<file path="src/hw/bcrs_defs.svh">
`ifndef BCRS_DEFS_SVH
`define BCRS_DEFS_SVH

// command codes of the configuration bytes
`define BCRS_CMD_DELAY 8'hD1
`define BCRS_CMD_MODE 8'hD2
`define BCRS_CMD_FREQ 8'hD3
`define BCRS_CMD_TRIM 8'hD4
`define BCRS_CMD_MARGIN 8'hD5

// field positions
`define BCRS_PGD_MSB 5
`define BCRS_PGD_LSB 3
`define BCRS_POD_MSB 2
`define BCRS_POD_LSB 0
`define BCRS_SST_MSB 3
`define BCRS_SST_LSB 2
`define BCRS_UVL_BIT 1
`define BCRS_CM_BIT 0
`define BCRS_MH_MSB 7
`define BCRS_MH_LSB 4
`define BCRS_ML_MSB 3
`define BCRS_ML_LSB 0

// reset values (unprogrammed defaults), implemented bits only
`define BCRS_DELAY_RST 6'h12
`define BCRS_MODE_RST 4'h0
`define BCRS_FREQ_RST 3'h2
`define BCRS_TRIM_RST 5'h10
`define BCRS_MARGIN_RST 8'h55

// timing: clock rate and times in microseconds
`define BCRS_MCLK_MHZ 40
`define BCRS_TICK_US 1
`define BCRS_US_CYCLES (`BCRS_TICK_US * `BCRS_MCLK_MHZ)
`define BCRS_PGD_BASE_US 256
`define BCRS_PGD_MAX_US 131072
`define BCRS_POD_OFFS_US 100
`define BCRS_SS_BASE_US 1000
`define BCRS_HICCUP_BASE_US 8960
`define BCRS_HICCUP_SS_MULT 7
`define BCRS_STEP_BASE_US 4
`define BCRS_LATENCY_US 50

// reference scale: 1 code = 0.01 % of nominal
`define BCRS_REF_NOMINAL 10000
`define BCRS_TRIM_STEP_BP 75
`define BCRS_TRIM_MAX_BP 900

`endif

</file>
<file path="src/hw/bcrs_pkg.sv">
package bcrs_pkg;
    // margin selection as set by the operation command
    typedef enum logic [1:0] {
        MRG_NONE = 2'b00,
        MRG_LOW = 2'b01,
        MRG_HIGH = 2'b10
    } bcrs_margin_t;
    // power sequencer states, one-hot
    typedef enum logic [6:0] {
        SQ_OFF = 7'b000_0001,
        SQ_POD = 7'b000_0010,
        SQ_SS = 7'b000_0100,
        SQ_PGD = 7'b000_1000,
        SQ_ON = 7'b001_0000,
        SQ_HICCUP = 7'b010_0000,
        SQ_LATCHED = 7'b100_0000
    } bcrs_seq_t;
endpackage

</file>
<file path="src/hw/bcrs_top.sv">
`timescale 1ns/10ps
`include "bcrs_defs.svh"

// Overview of operation
// - power-good delay from bits 5:3, doubling codes except top code 131072us
// - power-on delay from bits 2:0, 356us up
// - soft-start 1/2/4/8 ms from mode bits 3:2
// - undervoltage: hiccup 8.96ms+7 soft-starts, or latch
// - discontinuous in soft-start, forced continuous afterwards
// - switching frequency select from bits 2:0
// - fine trim 0.75% steps, saturating at 9%
// - trim and margin combine by multiplication
// - reference walks one step at a time
// - trim step every 4/8/16/32 us per field
// - margin changes use same step timing
// - margin-high level from bits 7:4
// - margin-low level from bits 3:0
// - operation command picks high or low margin
// - trim write waits 50 us before stepping
// - margin-high command waits same latency
// - margin rewrite while margining retargets after the same latency
// - unimplemented upper bits ignored on write
module bcrs_top #(
    parameter int US_DIV = `BCRS_US_CYCLES
) (
    // clock and reset
    input wire logic mclk,
    input wire logic rst_n,
    // command port
    input wire logic regWrite,
    input wire logic regRead,
    input wire logic [7:0] regCmd,
    input wire logic [7:0] regWrData,
    input wire logic opWrite,
    input wire bcrs_pkg::bcrs_margin_t opMargin,
    output logic [7:0] rdData_q,
    output logic rdValid_q,
    // converter control
    input wire logic enableReq,
    input wire logic uvFault,
    output logic [2:0] freqSel_q,
    output logic powerStageOn_q,
    output logic fccMode_q,
    output logic powerGood_q,
    output logic latchedOff_q,
    output logic [15:0] refCode_q,
    output logic slewBusy_q
);
    import bcrs_pkg::*;

    // configuration state
    logic [5:0] cfgDelay_q, cfgDelay_d;
    logic [3:0] cfgMode_q, cfgMode_d;
    logic [2:0] freqSel_d;
    logic [4:0] cfgTrim_q, cfgTrim_d;
    logic [7:0] cfgMargin_q, cfgMargin_d;
    bcrs_margin_t marginSel_q, marginSel_d;
    logic [7:0] rdData_d;
    logic rdValid_d;
    logic wrDelay, wrMode, wrFreq, wrTrim, wrMargin;

    // register writes, reads and operation command
    always_comb
    begin
        wrDelay = regWrite && regCmd == `BCRS_CMD_DELAY;
        wrMode = regWrite && regCmd == `BCRS_CMD_MODE;
        wrFreq = regWrite && regCmd == `BCRS_CMD_FREQ;
        wrTrim = regWrite && regCmd == `BCRS_CMD_TRIM;
        wrMargin = regWrite && regCmd == `BCRS_CMD_MARGIN;
        // upper bits are simply not stored
        cfgDelay_d = wrDelay ? regWrData[5:0] : cfgDelay_q;
        cfgMode_d = wrMode ? regWrData[3:0] : cfgMode_q;
        freqSel_d = wrFreq ? regWrData[2:0] : freqSel_q;
        cfgTrim_d = wrTrim ? regWrData[4:0] : cfgTrim_q;
        cfgMargin_d = wrMargin ? regWrData : cfgMargin_q;
        marginSel_d = opWrite ? opMargin : marginSel_q;
        rdValid_d = regRead;
        // readback, unknown codes answer zero
        case (regCmd)
            `BCRS_CMD_DELAY: rdData_d = {2'b00, cfgDelay_q};
            `BCRS_CMD_MODE: rdData_d = {4'h0, cfgMode_q};
            `BCRS_CMD_FREQ: rdData_d = {5'h00, freqSel_q};
            `BCRS_CMD_TRIM: rdData_d = {3'h0, cfgTrim_q};
            `BCRS_CMD_MARGIN: rdData_d = cfgMargin_q;
            default: rdData_d = 8'h00;
        endcase
        if (!regRead)
            rdData_d = rdData_q;
    end

    // reset loads the unprogrammed defaults
    always_ff @(posedge mclk or negedge rst_n)
    begin
        if (!rst_n)
        begin
            cfgDelay_q <= `BCRS_DELAY_RST;
            cfgMode_q <= `BCRS_MODE_RST;
            freqSel_q <= `BCRS_FREQ_RST;
            cfgTrim_q <= `BCRS_TRIM_RST;
            cfgMargin_q <= `BCRS_MARGIN_RST;
            marginSel_q <= MRG_NONE;
            rdData_q <= 8'h00;
            rdValid_q <= 1'b0;
        end
        else
        begin
            cfgDelay_q <= cfgDelay_d;
            cfgMode_q <= cfgMode_d;
            freqSel_q <= freqSel_d;
            cfgTrim_q <= cfgTrim_d;
            cfgMargin_q <= cfgMargin_d;
            marginSel_q <= marginSel_d;
            rdData_q <= rdData_d;
            rdValid_q <= rdValid_d;
        end
    end

    // microsecond time base and derived durations
    logic [5:0] usCnt_q, usCnt_d;
    logic usTick;
    logic [17:0] pgdUs, podUs, ssUs, hicUs;
    logic [5:0] stepUs;

    always_comb
    begin
        usTick = usCnt_q == 6'(US_DIV - 1);
        usCnt_d = usTick ? 6'h00 : usCnt_q + 6'h01;
        // codes double per step; top power-good code is special
        pgdUs = 18'(`BCRS_PGD_BASE_US) << cfgDelay_q[5:3];
        if (cfgDelay_q[5:3] == 3'h7)
            pgdUs = 18'(`BCRS_PGD_MAX_US);
        podUs = (18'(`BCRS_PGD_BASE_US) << cfgDelay_q[2:0])
            + 18'(`BCRS_POD_OFFS_US);
        ssUs = 18'(`BCRS_SS_BASE_US) << cfgMode_q[3:2];
        hicUs = 18'(`BCRS_HICCUP_BASE_US)
            + 18'(`BCRS_HICCUP_SS_MULT) * ssUs;
        stepUs = 6'(`BCRS_STEP_BASE_US) << cfgMode_q[3:2];
    end

    // power sequencer
    bcrs_seq_t seq_q, seq_d;
    logic [17:0] tmr_q, tmr_d;
    logic tmrDone;

    always_comb
    begin
        seq_d = seq_q;
        tmr_d = tmr_q;
        tmrDone = usTick && tmr_q == 18'h0_0000;
        if (usTick && tmr_q != 18'h0_0000)
            tmr_d = tmr_q - 18'h0_0001;
        case (seq_q)
            SQ_OFF:
                if (enableReq)
                begin
                    seq_d = SQ_POD;
                    tmr_d = podUs;
                end
            SQ_POD:
                if (tmrDone)
                begin
                    seq_d = SQ_SS;
                    tmr_d = ssUs;
                end
            SQ_SS:
                if (tmrDone)
                begin
                    seq_d = SQ_PGD;
                    tmr_d = pgdUs;
                end
            SQ_PGD:
                if (tmrDone)
                    seq_d = SQ_ON;
            SQ_ON:
                if (uvFault)
                begin
                    // latch bit picks hard stop or retry
                    seq_d = cfgMode_q[1] ? SQ_LATCHED : SQ_HICCUP;
                    tmr_d = hicUs;
                end
            SQ_HICCUP:
                if (tmrDone)
                begin
                    seq_d = SQ_SS;
                    tmr_d = ssUs;
                end
            SQ_LATCHED:
                seq_d = SQ_LATCHED;
            default:
                seq_d = SQ_OFF;
        endcase
        // dropping enable always shuts down and clears latch-off
        if (!enableReq)
            seq_d = SQ_OFF;
    end

    always_ff @(posedge mclk or negedge rst_n)
    begin
        if (!rst_n)
        begin
            seq_q <= SQ_OFF;
            tmr_q <= 18'h0_0000;
            usCnt_q <= 6'h00;
            powerStageOn_q <= 1'b0;
            fccMode_q <= 1'b0;
            powerGood_q <= 1'b0;
            latchedOff_q <= 1'b0;
        end
        else
        begin
            seq_q <= seq_d;
            tmr_q <= tmr_d;
            usCnt_q <= usCnt_d;
            powerStageOn_q <= seq_d inside {SQ_SS, SQ_PGD, SQ_ON};
            // forced continuous only once soft-start is over
            fccMode_q <= cfgMode_q[0]
                && seq_d inside {SQ_PGD, SQ_ON};
            powerGood_q <= seq_d == SQ_ON;
            latchedOff_q <= seq_d == SQ_LATCHED;
        end
    end

    // level tables, in 0.01 % units
    function automatic logic [15:0] trimBp(input logic [4:0] c);
        logic [15:0] mag;
        mag = 16'h0000;
        if (c >= 5'h1C || c <= 5'h03)
            mag = 16'(`BCRS_TRIM_MAX_BP);
        else if (c[4])
            mag = 16'(`BCRS_TRIM_STEP_BP) * {12'h000, c[3:0]};
        else
            mag = 16'(`BCRS_TRIM_STEP_BP) * {12'h000, ~c[3:0]};
        return mag;
    endfunction

    function automatic logic [15:0] highBp(input logic [3:0] c);
        case (c)
            4'h0, 4'h1: return 16'd90;
            4'h2: return 16'd180;
            4'h3: return 16'd280;
            4'h4: return 16'd370;
            4'h5: return 16'd470;
            4'h6: return 16'd570;
            4'h7: return 16'd670;
            4'h8: return 16'd770;
            4'h9: return 16'd880;
            4'hA: return 16'd990;
            4'hB: return 16'd1090;
            default: return 16'd1200;
        endcase
    endfunction

    function automatic logic [15:0] lowBp(input logic [3:0] c);
        case (c)
            4'h0: return 16'd0;
            4'h1: return 16'd110;
            4'h2: return 16'd210;
            4'h3: return 16'd320;
            4'h4: return 16'd420;
            4'h5: return 16'd520;
            4'h6: return 16'd620;
            4'h7: return 16'd710;
            4'h8: return 16'd810;
            4'h9, 4'hA: return 16'd900;
            4'hB: return 16'd1070;
            default: return 16'd1160;
        endcase
    endfunction

    // reference slew: latency, then one code per step interval
    logic [5:0] stepCnt_q, stepCnt_d;
    logic [5:0] latCnt_q, latCnt_d;
    logic latPend_q, latPend_d;
    logic [15:0] slewTarget_q, slewTarget_d, refCode_d;
    logic [15:0] trimF, margF;
    logic [31:0] prod;
    logic [15:0] tgtNow;
    logic stepFire, arm;

    always_comb
    begin
        trimF = cfgTrim_q[4] ? 16'(`BCRS_REF_NOMINAL) + trimBp(cfgTrim_q)
            : 16'(`BCRS_REF_NOMINAL) - trimBp(cfgTrim_q);
        case (marginSel_q)
            MRG_HIGH: margF = 16'(`BCRS_REF_NOMINAL)
                + highBp(cfgMargin_q[7:4]);
            MRG_LOW: margF = 16'(`BCRS_REF_NOMINAL)
                - lowBp(cfgMargin_q[3:0]);
            default: margF = 16'(`BCRS_REF_NOMINAL);
        endcase
        prod = {16'h0000, trimF} * {16'h0000, margF};
        tgtNow = 16'(prod / 32'(`BCRS_REF_NOMINAL));
        // trim write, operation command or margin rewrite in use
        arm = wrTrim || opWrite
            || (wrMargin && marginSel_q != MRG_NONE);
        latCnt_d = latCnt_q;
        latPend_d = latPend_q;
        slewTarget_d = slewTarget_q;
        if (arm)
        begin
            latPend_d = 1'b1;
            latCnt_d = 6'(`BCRS_LATENCY_US);
        end
        else if (latPend_q && usTick)
        begin
            if (latCnt_q == 6'h00)
            begin
                latPend_d = 1'b0;
                slewTarget_d = tgtNow;
            end
            else
                latCnt_d = latCnt_q - 6'h01;
        end
        stepFire = usTick && stepCnt_q == stepUs - 6'h01;
        stepCnt_d = stepCnt_q;
        if (usTick)
            stepCnt_d = stepFire ? 6'h00 : stepCnt_q + 6'h01;
        refCode_d = refCode_q;
        // never jump: single code per step toward target
        if (stepFire && refCode_q < slewTarget_q)
            refCode_d = refCode_q + 16'h0001;
        else if (stepFire && refCode_q > slewTarget_q)
            refCode_d = refCode_q - 16'h0001;
    end

    always_ff @(posedge mclk or negedge rst_n)
    begin
        if (!rst_n)
        begin
            stepCnt_q <= 6'h00;
            latCnt_q <= 6'h00;
            latPend_q <= 1'b0;
            slewTarget_q <= 16'(`BCRS_REF_NOMINAL);
            refCode_q <= 16'(`BCRS_REF_NOMINAL);
            slewBusy_q <= 1'b0;
        end
        else
        begin
            stepCnt_q <= stepCnt_d;
            latCnt_q <= latCnt_d;
            latPend_q <= latPend_d;
            slewTarget_q <= slewTarget_d;
            refCode_q <= refCode_d;
            slewBusy_q <= latPend_d || refCode_d != slewTarget_d;
        end
    end
endmodule

</file>
<file path="config.mk">
export PLATFORM = sky130hd
export DESIGN_NAME = bcrs_top
export DESIGN_NICKNAME = d
export VERILOG_FILES = /design/src/hw/bcrs_pkg.sv /design/src/hw/bcrs_top.sv
export VERILOG_INCLUDE_DIRS = /design/src /design/src/hw
export SDC_FILE = /design/constraint.sdc
export NUM_CORES = 1
export LEC_CHECK = 0
export BUFFER_PORTS_ARGS = -buffer_cell sky130_fd_sc_hd__buf_2
export CORE_MARGIN = 5
export CORE_UTILIZATION = 65
export DETAILED_ROUTE_END_ITERATION = 7
export MAX_ROUTING_LAYER = met4
export PLACE_DENSITY = 0.83
export REMOVE_ABC_BUFFERS = 1
export SLEW_MARGIN = 20
export SYNTH_ARGS = -nofsm -noshare
export SYNTH_HDL_FRONTEND = slang
export SYNTH_SLANG_ARGS = --single-unit
</file>
<file path="constraint.sdc">
create_clock -name mclk -period 27.9 [get_ports mclk]
set_input_delay 2.79 -clock mclk [delete_from_list [all_inputs] [get_ports mclk]]
set_output_delay 2.79 -clock mclk [all_outputs]
set_load 0.05 [all_outputs]
</file>
# Word-level counts from Yosys, hierarchy flattened

Memory sizes are Yosys's and may differ from the RTL's.
Index checks and enable logic that the tools add are counted.

Bits in read-only memories: 320
Input port bits: 25
Bits in latches: 0
Logic and storage cells: 133
Register bits: 118
RAM bits: 0
Memories: 2

Div/mod/pow operators: 1
Bitwise gates (word level): 1
Add/subtract/negate cells: 13
Reductions and logical operators: 26
Shift operators: 4
$lt $le $gt $ge: 4
Equal/unequal tests: 23
Multiply operators: 4
Multiplexer cells: 34

Memory list:

| name             | depth | bits a word | rd ports | clocked after memory_dff | wr ports | RTL line        | text |
|---|---|---|---|---|---|---|---|
| (name not given) | 16    | 10          | 1        | 0                        | 0        | bcrs_top.sv:237 | `case (c)` |
| (name not given) | 16    | 10          | 1        | 0                        | 0        | bcrs_top.sv:254 | `case (c)` |

Operators with widths:

| operator                 | count |
|---|---|
| $mux W16                 | 8 |
| $mux W18                 | 6 |
| $pmux W18 S4             | 1 |
| $mux W7                  | 6 |
| $pmux W7 S6              | 1 |
| $eq A8 B8 Y1 const B     | 5 |
| $pmux W8 S5              | 1 |
| $shl A9 B3 Y18 const A   | 2 |
| $add A14 B16 Y16 const A | 2 |
| $div A32 B14 Y32 const B | 1 |
| $mul A16 B16 Y32         | 1 |
| $pmux W16 S2             | 1 |
| $sub A14 B16 Y16 const A | 2 |
| $mux W6                  | 5 |
| $mul A7 B4 Y11 const A   | 2 |
| $mux W11                 | 2 |
| $add A14 B18 Y18 const A | 1 |
| $add A18 B8 Y18 const B  | 1 |
| $logic_not A18 Y1        | 1 |
| $mul A3 B18 Y18 const A  | 1 |
| $reduce_bool A18 Y1      | 1 |
| $shl A10 B2 Y18 const A  | 1 |
| $sub A18 B1 Y18 const B  | 1 |
| $add A16 B1 Y16 const B  | 1 |
| 31 further kinds         | 56 |

# Longest topological paths before layout

Depth after elaboration: 13
Mapped depth: 102
Mapped depth without buffers: 90

# Least setup slack after synthesis

No wires, ideal clock.

Kind: register to register
Start: register cfgTrim_q[2]
End: register slewBusy_q
Slack: 5888 ps
Library setup time: 137 ps
Path buffers: 8
Arrival time: 21875 ps
Cell stages (with the launch flop): 97
Required time: 27763 ps
Cell sequence: dfrtp_1 > inv_1 > ha_1 > inv_1 > fa_1 > inv_1 > ha_1 > a31oi_1 > o21bai_1 > and2_1 > or3_1 > and3b_1 > a31o_2 > nor2_1 > a21o_1 > nor3_1 > o22ai_1 > xor2_1 > (+61 left out) > o31a_1 > o311a_1 > o41ai_4 > a21oi_1 > o21a_1 > o21a_1 > o21ai_2 > a21oi_1 > or3_1 > a32oi_1 > o31a_1 > o21ai_2 > a21o_1 > a21o_1 > a221o_1 > a222oi_1 > xnor2_1 > nand4b_1

Longest elaborated chain between the ends: 13
Elaborated cells on any way between the ends: 18

RTL lines:

| what                                                        | RTL line                         | text |
|---|---|---|
| start, declared                                             | bcrs_top.sv:55                   | `logic [4:0] cfgTrim_q, cfgTrim_d;` |
| start signal, assigned                                      | bcrs_top.sv:99                   | `` cfgTrim_q <= `BCRS_TRIM_RST; `` |
| start signal, assigned                                      | bcrs_top.sv:110                  | `cfgTrim_q <= cfgTrim_d;` |
| $not A4 Y4                                                  | bcrs_top.sv:232                  | `` mag = 16'(`BCRS_TRIM_STEP_BP) * {12'h000, ~c[3:0]}; `` |
| $mul A7 B4 Y11                                              | bcrs_top.sv:232                  |  |
| $mux W11                                                    | bcrs_top.sv:229                  | `else if (c[4])` |
| $mux W11 (*)                                                | bcrs_top.sv:227                  | `if (c >= 5'h1C \|\| c <= 5'h03)` |
| $sub A14 B16 Y16 / $add A14 B16 Y16 (equally long branches) | bcrs_top.sv:283, bcrs_top.sv:282 |  |
| $mux W16 (*)                                                | bcrs_top.sv:282                  | `` trimF = cfgTrim_q[4] ? 16'(`BCRS_REF_NOMINAL) + trimBp(cfgTrim_q) `` |
| $mul A16 B16 Y32 (*)                                        | bcrs_top.sv:291                  | `prod = {16'h0000, trimF} * {16'h0000, margF};` |
| $div A32 B14 Y32 (*)                                        | bcrs_top.sv:292                  | `` tgtNow = 16'(prod / 32'(`BCRS_REF_NOMINAL)); `` |
| $mux W16 (*)                                                | bcrs_top.sv:306                  | `if (latCnt_q == 6'h00)` |
| $mux W16 (*)                                                | bcrs_top.sv:304                  | `else if (latPend_q && usTick)` |
| $mux W16 (*)                                                | bcrs_top.sv:299                  | `if (arm)` |
| $ne A16 B16 Y1 (*)                                          | bcrs_top.sv:344                  | `slewBusy_q <= latPend_d \|\| refCode_d != slewTarget_d;` |
| $logic_or A1 B1 Y1 (*)                                      | bcrs_top.sv:344                  |  |
| end signal, assigned                                        | bcrs_top.sv:344                  |  |
| end, declared                                               | bcrs_top.sv:47                   | `output logic slewBusy_q` |

Every way passes the cells marked *; elsewhere a longest branch is shown, timed or not.
A chain may end at the register's enable or synchronous reset.

# Worst setup path after layout

Ends and elaborated chain as after synthesis.

==> metrics.log <==
[metrics] Post-CTS Setup Repair Bufs: 0
[metrics] failing checks: DRC
[metrics] # rows: 67
[metrics] final count of negative-setup-slack endpoints: 0
[metrics] global-route wire length before repair: 103 mm
[metrics] post-route clock skew: 16.3 ps
[metrics] largest driver fanout on the critical path: 16
[metrics] number of buffer cells added on primary ports: 57
[metrics] post-synthesis sequential area ratio: 13.4%
[metrics] fraction of layout cells with a size suffix above 1: 9.88%
[metrics] most frequently used flop master after synthesis: sky130_fd_sc_hd__dfrtp_1
[metrics] Max Fclk: 38.0 MHz
[metrics] final hold viol count: 0
[metrics] Hold Path Origin: usCnt_q[0]
[metrics] fin area: 23,400 um^2
[metrics] number of antenna violations at the first check in global routing: 0
[metrics] clock period minus worst slack: 26,300 ps
[metrics] Fin Hold WS: 465 ps
[metrics] clock edge transition at the registers on the reported setup and hold paths: 60 ps
[metrics] post-cts gate resize count: 0
[metrics] Place WS: 1530 ps
[metrics] number of synthesized flops with an enable pin: 0
[metrics] Total Neg Setup Slack: 0 ps
[metrics] htree depth: 4
[metrics] most repeated library cell on the critical path: sky130_fd_sc_hd__inv_1
[metrics] Multi-input gate area: 17,900 um^2
[metrics] Routed WL: 60.8 mm
[metrics] largest net degree at the start of global routing: 66
[metrics] Post-Synthesis Cell Area: 22,200 um^2
[metrics] die width: 195 um
[metrics] hold path endpoint: usCnt_q[0]
[metrics] global router's overall resource usage: 32.4%
[metrics] NumNets Final: 3,155
[metrics] Boundary Pins: 58
[metrics] Iteration-0 DRC Markers: 1,842
[metrics] Worst Hold Depth: 1
[metrics] worst slew margin relative to its limit: 31.4%
[metrics] cell chosen for the clock root: sky130_fd_sc_hd__clkbuf_16
[metrics] slowest stage cell, crit path: sky130_fd_sc_hd__o311ai_1
[metrics] Seq cells post-synth: 118
[metrics] Area growth syn-to-layout: 5.56%
[metrics] detailed-router iteration count before antenna repair: 8
[metrics] dpl hpwl: 48.4 mm
[metrics] Critical Path Sink Type: flip-flop
[metrics] DRC errors left: 3
[metrics] post-route fraction of the period consumed by the critical path: 94.3%
[metrics] initial core utilization: 66.0%
[metrics] number of antenna repair diodes: 0
[metrics] clock sinks: 118
[metrics] vertical extent of the die: 195 um
[metrics] most frequent cells in the layout: 326 x sky130_fd_sc_hd__nand2_1, 278 x sky130_fd_sc_hd__inv_1, 254 x sky130_fd_sc_hd__nor2_1
[metrics] count of hold-fix buffers inserted at cts: 0
[metrics] buffers from clock root to sink, at most: 2
[metrics] asr flop ratio synth: 100%
[metrics] most frequent standard cell in the layout excluding fill and tap cells: sky130_fd_sc_hd__nand2_1
[metrics] final weighted congestion in routability-driven placement: 0.992
[metrics] synthesized area per cell: 7.93 um^2
[metrics] filler instances: 2,803
[metrics] clock tree from TritonCTS: done
[metrics] capture instance of the worst register-to-register path: slewBusy_q
[metrics] startpoint-to-endpoint class of the critical path: flip-flop to flip-flop
[metrics] run status: finished with violations
[metrics] Final ANT Viol Nets: 0
[metrics] MaxCap Viol Count: 0
[metrics] Floorplan Core Area: 33,600 um^2
[metrics] count of distinct cell types in the synthesized netlist: 136
[metrics] post-detailed-route via-to-cell ratio: 6.56
[metrics] type of origin of the critical path: flip-flop
[metrics] Pins Over Slew Limit: 0
[metrics] detailed-route wire length per cell: 18.6 um
[metrics] clock latency of the later-clocked register in the worst-skew pair: 430 ps
[metrics] number of global-route vias before repair: 21,055
[metrics] count of mapped cells out of synthesis: 2,797
[metrics] startpoint of the most critical register-to-register path: cfgTrim_q[2]
[metrics] Yosys Warn Count: 0
[metrics] total gr overflow: 0
[metrics] setup slack of the most critical reg-to-reg path: 1600 ps
[metrics] worst hold path type: flip-flop to flip-flop
[metrics] instance area after placement: 22,800 um^2
[metrics] unrepaired setup endpoints after global routing: false
[metrics] worst-case setup margin in the final layout: 1600 ps
[metrics] clock buffer count from CTS: 17
[metrics] cell depth of the worst flop-to-flop path: 89
[metrics] total area of sequential cells: 2980 um^2
[metrics] Critical Path AT: 26,580 ps
[metrics] required time of the critical path: 28,180 ps
[metrics] number of vias in the routed layout: 21,449
[metrics] die outline area: 37,900 um^2
[metrics] slew of the pin with the lowest slew margin: 1030 ps
[metrics] CP peak stage delay: 700 ps
critical path, delay by kind of cell (launching register included):
kind / cells / cell delay [ps]
xor gates and xnor gates: 4 / 930
and+or+nand+nor: 23 / 5520
buffers and inverters: 9 / 910
DFF: 1 / 520
AOI/OAI and AO/OA: 36 / 11230
adders and majority gates: 11 / 4440
muxes: 6 / 2550
metrics by stage:
stage,instances,util (%)
floorplan,2722,-
detailed placement,3239,67.7
finish,3271,69.7
CTS,3271,69.5
global placement,3239,67.7
global route,3271,69.7
synthesized netlist by cell type (27+ instances only):
master	instances	area, um^2
sky130_fd_sc_hd__inv_1	278	1040
sky130_fd_sc_hd__ha_1	184	2300
sky130_fd_sc_hd__o21a_1	33	248
sky130_fd_sc_hd__nor2_1	254	953
sky130_fd_sc_hd__nand2_1	326	1220
sky130_fd_sc_hd__nand2b_1	31	194
sky130_fd_sc_hd__xnor2_1	119	1040
sky130_fd_sc_hd__fa_1	136	2720
sky130_fd_sc_hd__and2_1	36	225
sky130_fd_sc_hd__a21o_1	28	210
sky130_fd_sc_hd__nor2b_1	30	188
sky130_fd_sc_hd__nand4_1	29	181
sky130_fd_sc_hd__nand3_1	73	365
sky130_fd_sc_hd__a31oi_1	41	257
sky130_fd_sc_hd__clkbuf_1	59	221
sky130_fd_sc_hd__or3_1	32	200
sky130_fd_sc_hd__o211ai_1	34	255
sky130_fd_sc_hd__xor2_1	66	578
sky130_fd_sc_hd__nor3_1	63	315
sky130_fd_sc_hd__a21oi_1	133	666
sky130_fd_sc_hd__mux2i_1	27	270
sky130_fd_sc_hd__o21ai_0	124	621
sky130_fd_sc_hd__mux2_2	34	383
sky130_fd_sc_hd__dfrtp_1	99	2480
logic make-up (layout without fill, tap and decap cells):
family	Yosys count	in the layout	synth area share [%]
xor+xnor	189	189	7.60
flops	118	118	13.4
buf+inv	366	380	6.49
mux	65	65	3.20
compound gates	719	719	24.1
fa+ha+maj	329	329	23.1
other cells	2	14	0.0339
simple gates	1009	1009	22.1
sequential cells by signal (all words and copies together) (netlist names), 6 cells and up:
name / cells
cfgMargin_q: 8
slewTarget_q: 16
stepCnt_q: 6
usCnt_q: 6
seq_q: 7
tmr_q: 18
refCode_q: 16
cfgDelay_q: 6
latCnt_q: 6
rdData_q: 8
metal layers:
metal  GRT usage (%)  wire, um  vias up
li1                -         -     9972
met1            43.5     26300    10366
met2            51.9     28500      952
met3            3.83      4510      159
met4            9.75      1540        0
met5               -         0        -
cell type report:
class                           count  share of cell area, %
Clock buffer                       18                   1.83
Tap cell                          448                   2.39
Inverter                          279                   4.47
Sequential cell                   118                   12.7
Multi-Input combinational cell   2325                   76.3
Clock inverter                     14                  0.705
Timing Repair Buffer               69                   1.61
worst max path at each step:
stage / start / to / slack [ps] / cells after the start
2_1_floorplan: cfgTrim_q[2] / slewBusy_q / 5050 / 88
3_3_place_gp: cfgTrim_q[2] / slewBusy_q / 2240 / 88
3_5_place_dp: cfgTrim_q[2] / slewBusy_q / 1530 / 85
4_1_cts: cfgTrim_q[2] / slewBusy_q / 1390 / 87
5_1_grt: cfgTrim_q[2] / slewBusy_q / 60 / 89
6_report: cfgTrim_q[2] / slewBusy_q / 1600 / 89
Power is not shown: default switching activity piles up to over one toggle a cycle in this logic, so the estimate is an artifact.
